### config.mk
export PLATFORM = sky130hd
export DESIGN_NAME = clock_reset_tx_powerdown
export DESIGN_NICKNAME = d
export VERILOG_FILES = /design/src/clkrst_pkg.sv /design/src/clock_reset_tx_powerdown.sv /design/src/rate_div.sv /design/src/settle_timer.sv
export SDC_FILE = /design/constraint.sdc
export NUM_CORES = 1
export LEC_CHECK = 0
export BUFFER_PORTS_ARGS = -buffer_cell sky130_fd_sc_hd__buf_4
export CAP_MARGIN = 20
export CORE_MARGIN = 3
export CORE_UTILIZATION = 29
export DETAILED_ROUTE_END_ITERATION = 7
export PLACE_DENSITY = 0.57
export SYNTH_ARGS = -nofsm -noshare
export SYNTH_HDL_FRONTEND = slang
export SYNTH_SLANG_ARGS = --single-unit
### constraint.sdc
create_clock -name CLK -period 2.64 [get_ports CLK]
set_clock_uncertainty 0.05 [all_clocks]
set_input_delay 0 -clock CLK [delete_from_list [all_inputs] [get_ports CLK]]
set_output_delay 0 -clock CLK [all_outputs]
set_load 0.1 [all_outputs]
### src/clkrst_pkg.sv
// Package with register offsets, field positions, reset values and timing constants.
package clkrst_pkg;

    localparam int          CLK_HZ          = 10_000_000;
    localparam int          SETTLE_US       = 1000;
    localparam int          SETTLE_CYCLES   = SETTLE_US * (CLK_HZ / 1_000_000);
    localparam int          RST_MIN_NS      = 100;
    localparam int          RST_MIN_CYCLES  = (RST_MIN_NS * (CLK_HZ / 1_000_000) + 999) / 1000;
    localparam int          CIC_HOLD_MCLK   = 80;
    localparam int          MCLK_DIV        = 4;
    localparam int          NULL_SYMBOLS    = 20;

    localparam logic [7:0]  ADDR_CTRL0      = 8'h00;
    localparam logic [7:0]  ADDR_REFDIV     = 8'h01;
    localparam logic [7:0]  ADDR_PWR        = 8'h02;
    localparam logic [7:0]  ADDR_ADCCLK     = 8'h08;
    localparam logic [7:0]  ADDR_TXCLK      = 8'h20;

    localparam logic [7:0]  RST_CTRL0       = 8'h08;
    localparam logic [7:0]  RST_REFDIV      = 8'h00;
    localparam logic [7:0]  RST_PWR         = 8'h00;
    localparam logic [7:0]  RST_ADCCLK      = 8'h80;
    localparam logic [7:0]  RST_TXCLK       = 8'h00;

    localparam int          SWRST_BIT       = 5;
    localparam int          LOCK_BIT        = 7;
    localparam int          TXPD_BIT        = 5;
    localparam int          ADC_DIRECT_BIT  = 7;
    localparam int          TXMUX_BIT       = 4;

    typedef struct packed {
        logic [7:0] addr;
        logic [7:0] wdata;
        logic       wr;
        logic       rd;
    } bus_req_t;

    typedef struct packed {
        logic osc_en;
        logic sys_en;
        logic mclk_en;
        logic dac_en;
        logic txport_en;
        logic adc_en;
        logic ref_en;
    } clk_en_t;

    function automatic logic [4:0] lsel(input logic [1:0] code);
        unique case (code)
            2'h0: lsel = 5'h01;
            2'h1: lsel = 5'h02;
            2'h2: lsel = 5'h03;
            default: lsel = 5'h08;
        endcase
    endfunction

    function automatic logic [2:0] ksel(input logic [1:0] code);
        unique case (code)
            2'h0: ksel = 3'h1;
            2'h1: ksel = 3'h2;
            default: ksel = 3'h4;
        endcase
    endfunction

endpackage

### src/clock_reset_tx_powerdown.sv
// Clock enable generation, reset sequencing and transmit power-down control.
// Summary of operation
// System clock enable runs at oscillator rate times multiplier; all others except the oscillator-rate reference output derive from it.
// Master clock enable is system clock divided by four.
// DAC clock is oscillator times L, L limited to 1, 2, 3 or 8.
// Interpolation factor 1, 2 or 4 divides DAC rate to transmit port rate.
// Multiplexer on: transmit port takes half words at twice DAC over K; with K of 1 the code ticks the port at DAC rate.
// Multiplexer off: transmit port takes data at DAC over K.
// Quadrature converter bus is clocked by master clock, four times sample rate.
// Intermediate-frequency converter words leave at one per master clock.
// Register 0x08 selects converter clock direct from oscillator or multiplied; the code stores the register but no output uses it.
// Reference output is master over R for R 2 or 3, else oscillator.
// Loop settles within one millisecond after reset or multiplier change.
// Host keeps power-down low in reset and settling, programs clocks first.
// Host pulses power-down after settling if it could not hold it low.
// Host holds reset low for at least 100 ns.
// Reset low stops clocks; release restarts multiplier and reloads defaults.
// Writing bit 5 of register 0x00 resets all but register 0x00.
// Power-down low stops transmit clocks and resets the comb filter.
// Comb filter stays in reset 80 master cycles after power-down rises.
// Host pads burst end with 20 null symbols before power-down; the host model counts only the first 20 port ticks after release.
// Host starts each burst with 20 null symbols after power-down release.
// Software power-down bit 5 acts like the pin once written.
// Host sends transmit data only after lock and power-down high.
// Multiplier factor sits in bits 4 to 0 of register 0x00.
// Settling interval is counted and lock is flagged only when it completes.
`timescale 1ns/1ps
module clock_reset_tx_powerdown
    import clkrst_pkg::*;
#(
    parameter int SETTLE_CNT = SETTLE_CYCLES,
    parameter int CIC_HOLD   = CIC_HOLD_MCLK
) (
    input  wire logic       CLK,
    input  wire logic       SRST,
    input  wire logic       RESET_N,
    input  wire logic       TX_POWERDOWN_N,
    input  wire logic [7:0] ADDR,
    input  wire logic [7:0] WDATA,
    input  wire logic       WR,
    input  wire logic       RD,
    output      logic [7:0] RDATA,
    output      logic       SYS_EN,
    output      logic       MCLK_EN,
    output      logic       DAC_EN,
    output      logic       TXPORT_EN,
    output      logic       IQ_BUS_EN,
    output      logic       IF_WORD_EN,
    output      logic       REF_EN,
    output      logic       CIC_RESET,
    output      logic       LOCKED
);
    // The oscillator itself is modelled by CLK: each CLK edge is one oscillator period.
    // Multiplied rates are expressed as counts of sub-ticks per oscillator period.
    typedef struct packed {
        logic [7:0] ctrl0;
        logic [7:0] refdiv;
        logic [7:0] pwr;
        logic [7:0] adcclk;
        logic [7:0] txclk;
        logic [7:0] rdata;
        logic       rst_n_prev;
        logic [7:0] cic_cnt;
        logic       cic_rst;
        logic [4:0] sys_acc;
        logic [4:0] dac_acc;
        logic [1:0] mclk_ph;
        logic       o_sys;
        logic       o_mclk;
        logic       o_dac;
        logic       o_txport;
        logic       o_iq;
        logic       o_ifw;
        logic       o_ref;
        logic       o_cic;
        logic       o_lock;
    } st_t;
    st_t s_q, s_d;

    bus_req_t   req;
    logic       in_reset;
    logic       sw_reset;
    logic       mult_chg;
    logic       restart;
    logic       locked;
    logic       tx_run;
    logic       txp_pulse;
    logic       ref_pulse;
    logic [2:0] k_div;
    logic [2:0] tx_div;

    assign req = '{addr: ADDR, wdata: WDATA, wr: WR, rd: RD};
    assign in_reset = ~RESET_N;
    assign sw_reset = req.wr && req.addr == ADDR_CTRL0 && req.wdata[SWRST_BIT];
    assign mult_chg = req.wr && req.addr == ADDR_CTRL0 && req.wdata[4:0] != s_q.ctrl0[4:0];
    assign restart  = in_reset || sw_reset || mult_chg || (RESET_N && !s_q.rst_n_prev);
    // A software write to bit 5 of register 0x02 takes effect in the cycle after the write.
    assign tx_run   = TX_POWERDOWN_N && !s_q.pwr[TXPD_BIT] && !in_reset;
    assign k_div    = ksel(s_q.txclk[3:2]);
    // With the multiplexer on the port ticks twice per K DAC cycles, so K/2 unless K is 1.
    assign tx_div   = s_q.txclk[TXMUX_BIT] ? ((k_div == 3'h1) ? 3'h1 : (k_div >> 1)) : k_div;

    settle_timer #(
        .CYCLES (SETTLE_CNT)
    ) u_settle (
        .clk     (CLK),
        .rst     (SRST),
        .restart (restart),
        .locked  (locked)
    );

    rate_div #(
        .W (3)
    ) u_txp (
        .clk    (CLK),
        .rst    (SRST || !tx_run),
        .en_in  (s_d.o_dac),
        .div    (tx_div),
        .en_out (txp_pulse)
    );

    rate_div #(
        .W (6)
    ) u_ref (
        .clk    (CLK),
        .rst    (SRST || in_reset),
        .en_in  (s_d.o_mclk),
        .div    (s_q.refdiv[5:0]),
        .en_out (ref_pulse)
    );

    always_comb begin
        s_d = s_q;
        s_d.rst_n_prev = RESET_N;
        s_d.rdata = 8'h00;
        if (req.wr) begin
            unique case (req.addr)
                ADDR_CTRL0:  s_d.ctrl0 = {req.wdata[7:6], 1'b0, req.wdata[4:0]};
                ADDR_REFDIV: s_d.refdiv = {2'h0, req.wdata[5:0]};
                ADDR_PWR:    s_d.pwr = req.wdata;
                ADDR_ADCCLK: s_d.adcclk = req.wdata;
                ADDR_TXCLK:  s_d.txclk = {3'h0, req.wdata[4:0]};
                default: ;
            endcase
        end
        if (req.rd) begin
            unique case (req.addr)
                ADDR_CTRL0:  s_d.rdata = s_q.ctrl0;
                ADDR_REFDIV: s_d.rdata = {locked, s_q.refdiv[6:0]};
                ADDR_PWR:    s_d.rdata = s_q.pwr;
                ADDR_ADCCLK: s_d.rdata = s_q.adcclk;
                ADDR_TXCLK:  s_d.rdata = s_q.txclk;
                default:     s_d.rdata = 8'h00;
            endcase
        end
        if (in_reset || sw_reset) begin
            if (in_reset) begin
                s_d.ctrl0 = RST_CTRL0;
            end
            s_d.refdiv = RST_REFDIV;
            s_d.pwr = RST_PWR;
            s_d.adcclk = RST_ADCCLK;
            s_d.txclk = RST_TXCLK;
        end
        // Sub-tick accumulators: an enable is high on any CLK cycle carrying a sub-tick.
        s_d.sys_acc = in_reset ? 5'h00 : s_q.ctrl0[4:0];
        s_d.dac_acc = in_reset ? 5'h00 : lsel(s_q.txclk[1:0]);
        s_d.o_sys = s_d.sys_acc != 5'h00;
        s_d.o_dac = s_d.o_sys && s_d.dac_acc != 5'h00 && tx_run;
        if (in_reset) begin
            s_d.mclk_ph = 2'h0;
            s_d.o_mclk = 1'b0;
        end else begin
            s_d.mclk_ph = s_q.mclk_ph + 2'h1;
            s_d.o_mclk = s_d.o_sys && s_q.mclk_ph == 2'(MCLK_DIV - 1);
        end
        s_d.o_iq = s_d.o_mclk;
        s_d.o_ifw = s_d.o_mclk;
        s_d.o_ref = (s_q.refdiv[5:0] == 6'h02 || s_q.refdiv[5:0] == 6'h03) ? ref_pulse : !in_reset;
        s_d.o_txport = txp_pulse && tx_run;
        if (!tx_run) begin
            s_d.cic_rst = 1'b1;
            s_d.cic_cnt = 8'h00;
        end else if (s_q.cic_rst && s_q.o_mclk) begin
            if (s_q.cic_cnt == 8'(CIC_HOLD - 1)) begin
                s_d.cic_rst = 1'b0;
            end else begin
                s_d.cic_cnt = s_q.cic_cnt + 8'h01;
            end
        end
        s_d.o_cic = s_d.cic_rst;
        // The timer clears lock a cycle after a restart, so the flag is masked in that cycle.
        s_d.o_lock = locked && !restart;
    end

    always_ff @(posedge CLK) begin
        if (SRST) begin
            s_q <= '{ctrl0: RST_CTRL0, refdiv: RST_REFDIV, pwr: RST_PWR, adcclk: RST_ADCCLK,
                     txclk: RST_TXCLK, cic_rst: 1'b1, default: '0};
        end else begin
            s_q <= s_d;
        end
    end

    assign RDATA      = s_q.rdata;
    assign SYS_EN     = s_q.o_sys;
    assign MCLK_EN    = s_q.o_mclk;
    assign DAC_EN     = s_q.o_dac;
    assign TXPORT_EN  = s_q.o_txport;
    assign IQ_BUS_EN  = s_q.o_iq;
    assign IF_WORD_EN = s_q.o_ifw;
    assign REF_EN     = s_q.o_ref;
    assign CIC_RESET  = s_q.o_cic;
    assign LOCKED     = s_q.o_lock;
endmodule // clock_reset_tx_powerdown

### src/rate_div.sv
// Enable divider: emits one pulse per DIV input enables.
`timescale 1ns/1ps
module rate_div
    import clkrst_pkg::*;
#(
    parameter int W = 6
) (
    input  wire logic         clk,
    input  wire logic         rst,
    input  wire logic         en_in,
    input  wire logic [W-1:0] div,
    output      logic         en_out
);
    typedef struct packed {
        logic [W-1:0] cnt;
        logic         pulse;
    } st_t;
    st_t s_q, s_d;

    always_comb begin
        s_d = s_q;
        s_d.pulse = 1'b0;
        if (en_in) begin
            if (s_q.cnt >= div - W'(1)) begin
                s_d.cnt = '0;
                s_d.pulse = 1'b1;
            end else begin
                s_d.cnt = s_q.cnt + W'(1);
            end
        end
    end

    always_ff @(posedge clk) begin
        if (rst) begin
            s_q <= '0;
        end else begin
            s_q <= s_d;
        end
    end

    // The pulse is registered, so it trails the counted enable by one cycle; the rate is unchanged.
    assign en_out = s_q.pulse;
endmodule // rate_div

### src/settle_timer.sv
// Settling counter that flags lock once a restartable interval has elapsed.
`timescale 1ns/1ps
module settle_timer #(
    parameter int CYCLES = 10000
) (
    input  wire logic clk,
    input  wire logic rst,
    input  wire logic restart,
    output      logic locked
);
    typedef struct packed {
        logic [$clog2(CYCLES+1)-1:0] cnt;
        logic                        lock;
    } st_t;
    st_t s_q, s_d;
    localparam logic [$clog2(CYCLES+1)-1:0] LAST = ($clog2(CYCLES+1))'(CYCLES - 1);

    always_comb begin
        s_d = s_q;
        if (restart) begin
            s_d.cnt = '0;
            s_d.lock = 1'b0;
        end else if (!s_q.lock) begin
            if (s_q.cnt == LAST) begin
                s_d.lock = 1'b1;
            end else begin
                s_d.cnt = s_q.cnt + 1'b1;
            end
        end
    end

    always_ff @(posedge clk) begin
        if (rst) begin
            s_q <= '0;
        end else begin
            s_q <= s_d;
        end
    end

    assign locked = s_q.lock;
endmodule // settle_timer

==> results of run 1 <==
## power breakdown
group          internal, mW  switching (mW)
clock network          1.02           0.551
logic                0.0589           0.102
registers              1.33         0.00329
## metal layers
layer	routed length [um]	share of wire, %
met1	4970	48
met5	0	0
met4	149	1.4
met2	4730	46
met3	451	4.4
## flip-flops by register name (all words and copies together) (netlist names), 3 cells and up
signal / cells
s_q: 47
u_ref.s_q: 6
RDATA: 8
u_txp.s_q: 3
u_settle.s_q: 14
## area by class of cell
cell class / instances / share of cell area (%)
repair buffers: 56 / 8.71
clock inverters: 7 / 2.78
clock buffers: 9 / 4.38
inverters: 13 / 0.949
well taps: 180 / 4.38
multi-input cells: 331 / 44.5
flip-flops and latches: 88 / 34.3
## kinds of logic after synthesis
group | Yosys count | synth area share [%]
AND/OR/NAND/NOR | 175 | 21.7
flip-flops | 88 | 41.4
AO/OA/AOI/OAI | 79 | 13.7
buffers and inverters | 42 | 4.93
multiplexers | 35 | 8.31
XOR/XNOR | 23 | 4.73
adder cells (fa/ha/maj) | 18 | 5.23
other | 1 | 0.0880
## synthesized netlist by cell type (11+ instances only)
| library cell | instances | share of area, % |
|---|---|---|
| a211oi_1 | 12 | 2.1 |
| a21oi_1 | 23 | 2.7 |
| clkbuf_1 | 11 | 0.97 |
| dfxtp_1 | 88 | 41 |
| ha_1 | 17 | 5.0 |
| inv_1 | 12 | 1.1 |
| mux2i_1 | 32 | 7.5 |
| nand2_1 | 30 | 2.6 |
| nand3_1 | 16 | 1.9 |
| nand4_1 | 13 | 1.9 |
| nor2_1 | 47 | 4.1 |
| nor3_1 | 16 | 1.9 |
| xnor2_1 | 14 | 2.9 |
## worst max-delay path: cells and delay by family, from the launching register on
kind            cells  cell delay (ns)
compound gates      3             0.54
fa+ha+maj           1             0.28
buf+inv             1             0.19
flops               1             0.36
xor+xnor            1             0.15
simple gates        2             0.60
## worst paths after layout
kind / from / end / slack, ns / depth (start not counted)
max: s_q[65] / u_ref.s_q[4] / 0.39 / 8
min: ADDR[1] / RDATA[6] / 0.08 / 4
max reg2reg: s_q[65] / u_ref.s_q[4] / 0.39 / 8
min reg2reg: s_q[9] / s_q[9] / 0.37 / 1
## what timing repair did
item | in CTS | in global routing
endpoints found under the setup margin | 0 | 0
endpoints found under the hold margin | 38 | 0
hold buffers | 11 | 0
## metrics by stage
stage | hold WS, ns | instances | utilization [%] | power, mW
4_1_cts | 0.0690 | 684 | 36.3 | 3.10
2_1_floorplan | 0.0224 | 461 | - | 1.45
3_5_place_dp | 0.210 | 657 | 32.9 | 1.52
5_1_grt | 0.113 | 684 | 36.3 | 3.17
3_3_place_gp | 0.208 | 657 | 32.9 | 1.51
6_report | 0.0840 | 684 | 36.3 | 3.07
==> reports/results.tsv, run 1 <==
stage	metric	value	unit
status	status	finished, final reports clean	
synthesis	Post-synth EDFFs	0	
place	GPL Wtd Cong	0.826	
worst_hold_path	Hold/Removal Path Class	in2reg	
sta	Max Freq	444	MHz
drt	Routed WL per cell	15.1	um
clocking	postcts setup bufs	0	
synthesis	warning count from the yosys run	0	
finish	area of the multi-input gates	2290	um2
synthesis	synthesized instance count	461	
clocking	Worst-path clk slew	0.07	ns
synthesis	Top FF cell, synth	dfxtp_1	
global_routing	met2 layer usage reported by global route	20.7	%
synthesis	synth unique cells	61	
drt	DRC viols	0	
worst_setup_path	Worst EP required	2.85	ns
sta	Final Cycle Share	85.2	%
synthesis	Seq/Total Area, Yosys	41.4	%
pwr	Peak VDD IR	0.312	mV
drt	post-route ant nets	0	
place	Place WS	0.409	ns
floorplan	die height	127	um
synthesis	Synth Register Bits	88	
worst_setup_path	critical path type	reg2reg	
place	HPWL after detailed placement	7580	um
drt	1st-iter DRT viols	237	
finish	share of layout cells above drive strength 1	14.9	%
drt	Vias/cell	5.15	
synthesis	Post-Syn Area	4260	um2
floorplan	die area	16200	um2
place	DP Area	4660	um2
synthesis	synthesized area per cell	9.24	um2
sta	Setup-failing EPs final	0	
sta	Slew HR	42.0	%
finish	Diodes inserted	0	
worst_setup_path	slowest CP cell	or3_1	
clocking	Num CTS Buffers	9	
run	MaxCap Viol Count	0	
sta	RSZ-0062 raised after global routing	no	
global_routing	largest net degree at the start of global routing	17	
global_routing	initial antenna violation count	0	
worst_setup_path	CP max FO	7	
global_routing	met1 Resource Use GR	17.6	%
drt	drt total wl	10300	um
place	I/O Buffers	38	
clocking	CTS sink cnt	88	
clocking	Bufs on Longest Clock Path	2	
global_routing	Global Route Usage Sum	13.0	%
sta	worst slew pin tran	0.867	ns
sta	Final Hold Fails	0	
finish	final net count	538	
sta	max-slew violation count	0	
floorplan	I/O Pins	39	
pwr	P_leak	2.03	nW
finish	fillers	1444	
clocking	clk_lat worst skew	0.35	ns
sta	setup total negative slack	0	ns
finish	Sequential Area	1760	um2
finish	most common cell after layout, fill and taps aside	dfxtp_1	
floorplan	Core ar.	14100	um2
sta	post-layout min period	2.25	ns
clocking	post-CTS resize count	0	
floorplan	row cnt	43	
worst_setup_path	CP max stage delay	0.41	ns
synthesis	Syn Nets	500	
worst_setup_path	crit start category	flip-flop	
clocking	Root Driver	clkbuf_16	
floorplan	DIE WIDTH	127	um
global_routing	GRT busiest layer	met2	
clocking	H-tree depth	3	
worst_setup_path	CP Capture Type	flip-flop	
global_routing	vias in the first global route	3434	
global_routing	first-pass GRT wire length	16900	um
finish	most frequent cells in the layout	dfxtp_1, nor2_1, buf_4	
sta	Final WS setup	0.390	ns
worst_setup_path	CP cell instances	or3_1 -> nor3_1 -> xnor2_1 -> ha_1 -> a21oi_1 -> o221ai_1 -> buf_4 -> a221oi_2	
finish	final instance area	5140	um2
pwr	pwr dens	598	nW/um2
finish	Layout area overhead	20.6	%
clocking	CTS tree	built	
global_routing	GRT overflow	0	
worst_setup_path	CP arrival	2.46	ns
global_routing	GRT met3 Usage	2.84	%
drt	routed via count	3520	
drt	First-pass DRT Iterations	4	
synthesis	Async SR Flop Fraction	0	%
floorplan	initial core utilization	30.1	%
(Power assumes the default switching activity.)
==> run 2, diff against run 1 <==
--- a/config.mk
+++ b/config.mk
@@ -10,6 +10,7 @@
 export CORE_MARGIN = 3
 export CORE_UTILIZATION = 29
 export DETAILED_ROUTE_END_ITERATION = 7
+export HOLD_SLACK_MARGIN = 0.12
 export PLACE_DENSITY = 0.57
 export SYNTH_ARGS = -nofsm -noshare
 export SYNTH_HDL_FRONTEND = slang
==> constraint.sdc (replaced) <==
create_clock -name CLK -period 2.64 [get_ports CLK]
set_clock_uncertainty 0.05 [all_clocks]
set_input_delay 0.528 -clock CLK [delete_from_list [all_inputs] [get_ports CLK]]
set_output_delay 0.528 -clock CLK [all_outputs]
set_load 0.1 [all_outputs]
==> reports/results.tsv, run 2 (same netlist as run 1, synthesis figures left out) <==
stage	metric	value	unit	change
floorplan	Core ar.	14100	um2	unchanged
sta	setup total negative slack	0	ns	unchanged
place	Place WS	0.378	ns	was 0.409 ns
drt	routed via count	3440		was 3520
floorplan	I/O Pins	39		unchanged
drt	First-pass DRT Iterations	4		unchanged
floorplan	die area	16200	um2	unchanged
clocking	Post-CTS Hold Buffers	0		was 11
sta	Slew HR	58.5	%	was 42.0%
finish	Sequential Area	1760	um2	unchanged
global_routing	largest net degree at the start of global routing	27		was 17
floorplan	initial core utilization	30.1	%	unchanged
global_routing	first-pass GRT wire length	16100	um	was 16900 um
sta	Setup-failing EPs final	0		unchanged
clocking	H-tree depth	3		unchanged
drt	Routed WL per cell	14.6	um	was 15.1 um
sta	Final Hold Fails	0		unchanged
clocking	Worst-path clk slew	0.06	ns	was 0.07 ns
worst_setup_path	crit path from	s_q[65]		unchanged
finish	area of the multi-input gates	2290	um2	unchanged
run	MaxCap Viol Count	0		unchanged
sta	post-layout min period	2.26	ns	was 2.25 ns
finish	Diodes inserted	0		unchanged
clocking	CTS tree	built		unchanged
sta	Max Freq	443	MHz	was 444 MHz
pwr	P_leak	1.97	nW	was 2.03 nW
pwr	sw frac	21.4	%	about the same
drt	1st-iter DRT viols	215		was 237
finish	Largest Register	s_q		unchanged
drt	post-route ant nets	0		unchanged
pwr	Peak VDD IR	0.357	mV	was 0.312 mV
global_routing	vias in the first global route	3208		was 3434
worst_setup_path	CP Capture Type	flip-flop		unchanged
worst_hold_path	Hold/Removal Path Class	reg2reg		was in2reg
status	status	finished, final reports clean		unchanged
finish	Layout area overhead	17.2	%	was 20.6%
place	GPL Wtd Cong	0.853		was 0.826
global_routing	GRT overflow	0		unchanged
finish	most common cell after layout, fill and taps aside	dfxtp_1		unchanged
sta	max-slew violation count	0		unchanged
clocking	CTS sink cnt	88		unchanged
floorplan	row cnt	43		unchanged
clocking	clk_lat worst skew	0.34	ns	was 0.35 ns
sta	Final Cycle Share	85.5	%	was 85.2%
worst_setup_path	CP arrival	2.46	ns	about the same
worst_setup_path	Worst EP required	2.84	ns	was 2.85 ns
global_routing	Global Route Usage Sum	12.4	%	was 13.0%
finish	share of layout cells above drive strength 1	15.2	%	was 14.9%
pwr	Clock power frac	48.4	%	was 51.2%
floorplan	die height	127	um	unchanged
sta	worst slew pin tran	0.614	ns	was 0.867 ns
global_routing	initial antenna violation count	1		was 0
pwr	Psw	0.614	mW	was 0.656 mW
finish	most frequent cells in the layout	dfxtp_1, nor2_1, buf_4		unchanged
worst_setup_path	critical path type	reg2reg		unchanged
pwr	Gate power share	5.1	%	was 5.2%
clocking	post-CTS resize count	0		unchanged
drt	drt total wl	9840	um	was 10300 um
sta	RSZ-0062 raised after global routing	no		unchanged
worst_setup_path	CP max FO	7		unchanged
finish	final net count	527		was 538
worst_setup_path	crit start category	flip-flop		unchanged
clocking	Bufs on Longest Clock Path	2		unchanged
pwr	Pint	2.26	mW	was 2.42 mW
place	HPWL after detailed placement	7350	um	was 7580 um
worst_setup_path	Reg-to-Reg Start	s_q[65]		unchanged
place	I/O Buffers	38		unchanged
drt	Vias/cell	5.11		was 5.15
clocking	Root Driver	clkbuf_16		unchanged
pwr	sequential share of power	46.5	%	was 43.5%
floorplan	DIE WIDTH	127	um	unchanged
worst_hold_path	hold wc startpoint	s_q[9]		was ADDR[1]
sta	Final WS setup	0.383	ns	was 0.390 ns
clocking	postcts setup bufs	0		unchanged
clocking	Num CTS Buffers	9		unchanged
pwr	pwr dens	576	nW/um2	was 598 nW/um2
finish	max reg flops	47		unchanged
drt	DRC viols	0		unchanged
finish	fillers	1463		was 1444
-- run 2: changes by cell type in the layout (fill, tap and decap cells not counted) --
cell and delta:
inv_6 -1, dlygate4sd3_1 -11, clkbuf_8 +2, clkinv_2 +1, bufinv_16 -2
-- run 2: per-layer routing --
metal  part of all wire, %  GRT usage, %
met1                    47          17.4
met2                    44          18.2
met3                   6.9          3.51
met4                   1.7          4.61
met5                     0             0
-- run 2: worst paths after layout --
kind | cells after the start | slack, ns | to
max | 8 | 0.38 | u_ref.s_q[4]
min | 1 | 0.38 | s_q[9]
max reg2reg | 8 | 0.38 | u_ref.s_q[4]
min reg2reg | 1 | 0.38 | s_q[9]
-- run 2: per-stage QoR --
step                      util (%)  total power, mW  std cells  hold WS (ns)  cell area [um2]
final                         35.3             2.88        673         0.377             4990
after global routing          35.3             2.98        673         0.371             4990
after CTS                     35.3             2.91        673         0.368             4990
after detailed placement      32.9             1.52        657         0.366             4660
after global placement        32.9             1.51        657         0.359             4660
after floorplan                  -             1.45        461         0.349             4260
-- run 2: critical path, cell delays in order (launching register included) --
cell and delay, ns:
dfxtp_1 0.36, or3_1 0.40, nor3_1 0.18, xnor2_1 0.15, ha_1 0.27, a21oi_1 0.15, o221ai_1 0.14, buf_4 0.19
a221oi_2 0.27
-- run 2: power by group through the flow --
stage	clock, mW	combinational [mW]	sequential (mW)
4_1_cts	1.43	0.148	1.34
6_report	1.39	0.147	1.34
3_3_place_gp	0	0.146	1.37
3_5_place_dp	0	0.147	1.37
2_1_floorplan	0	0.0608	1.39
5_1_grt	1.48	0.159	1.34
-- run 2: area by class of cell --
| type | instances | share of cell area (%) |
|---|---|---|
| clock buffers | 11 | 5.06 |
| clock inverters | 5 | 1.58 |
| inverters | 13 | 0.977 |
| multi-input cells | 331 | 45.8 |
| flip-flops and latches | 88 | 35.3 |
| well taps | 180 | 4.51 |
| repair buffers | 45 | 6.77 |
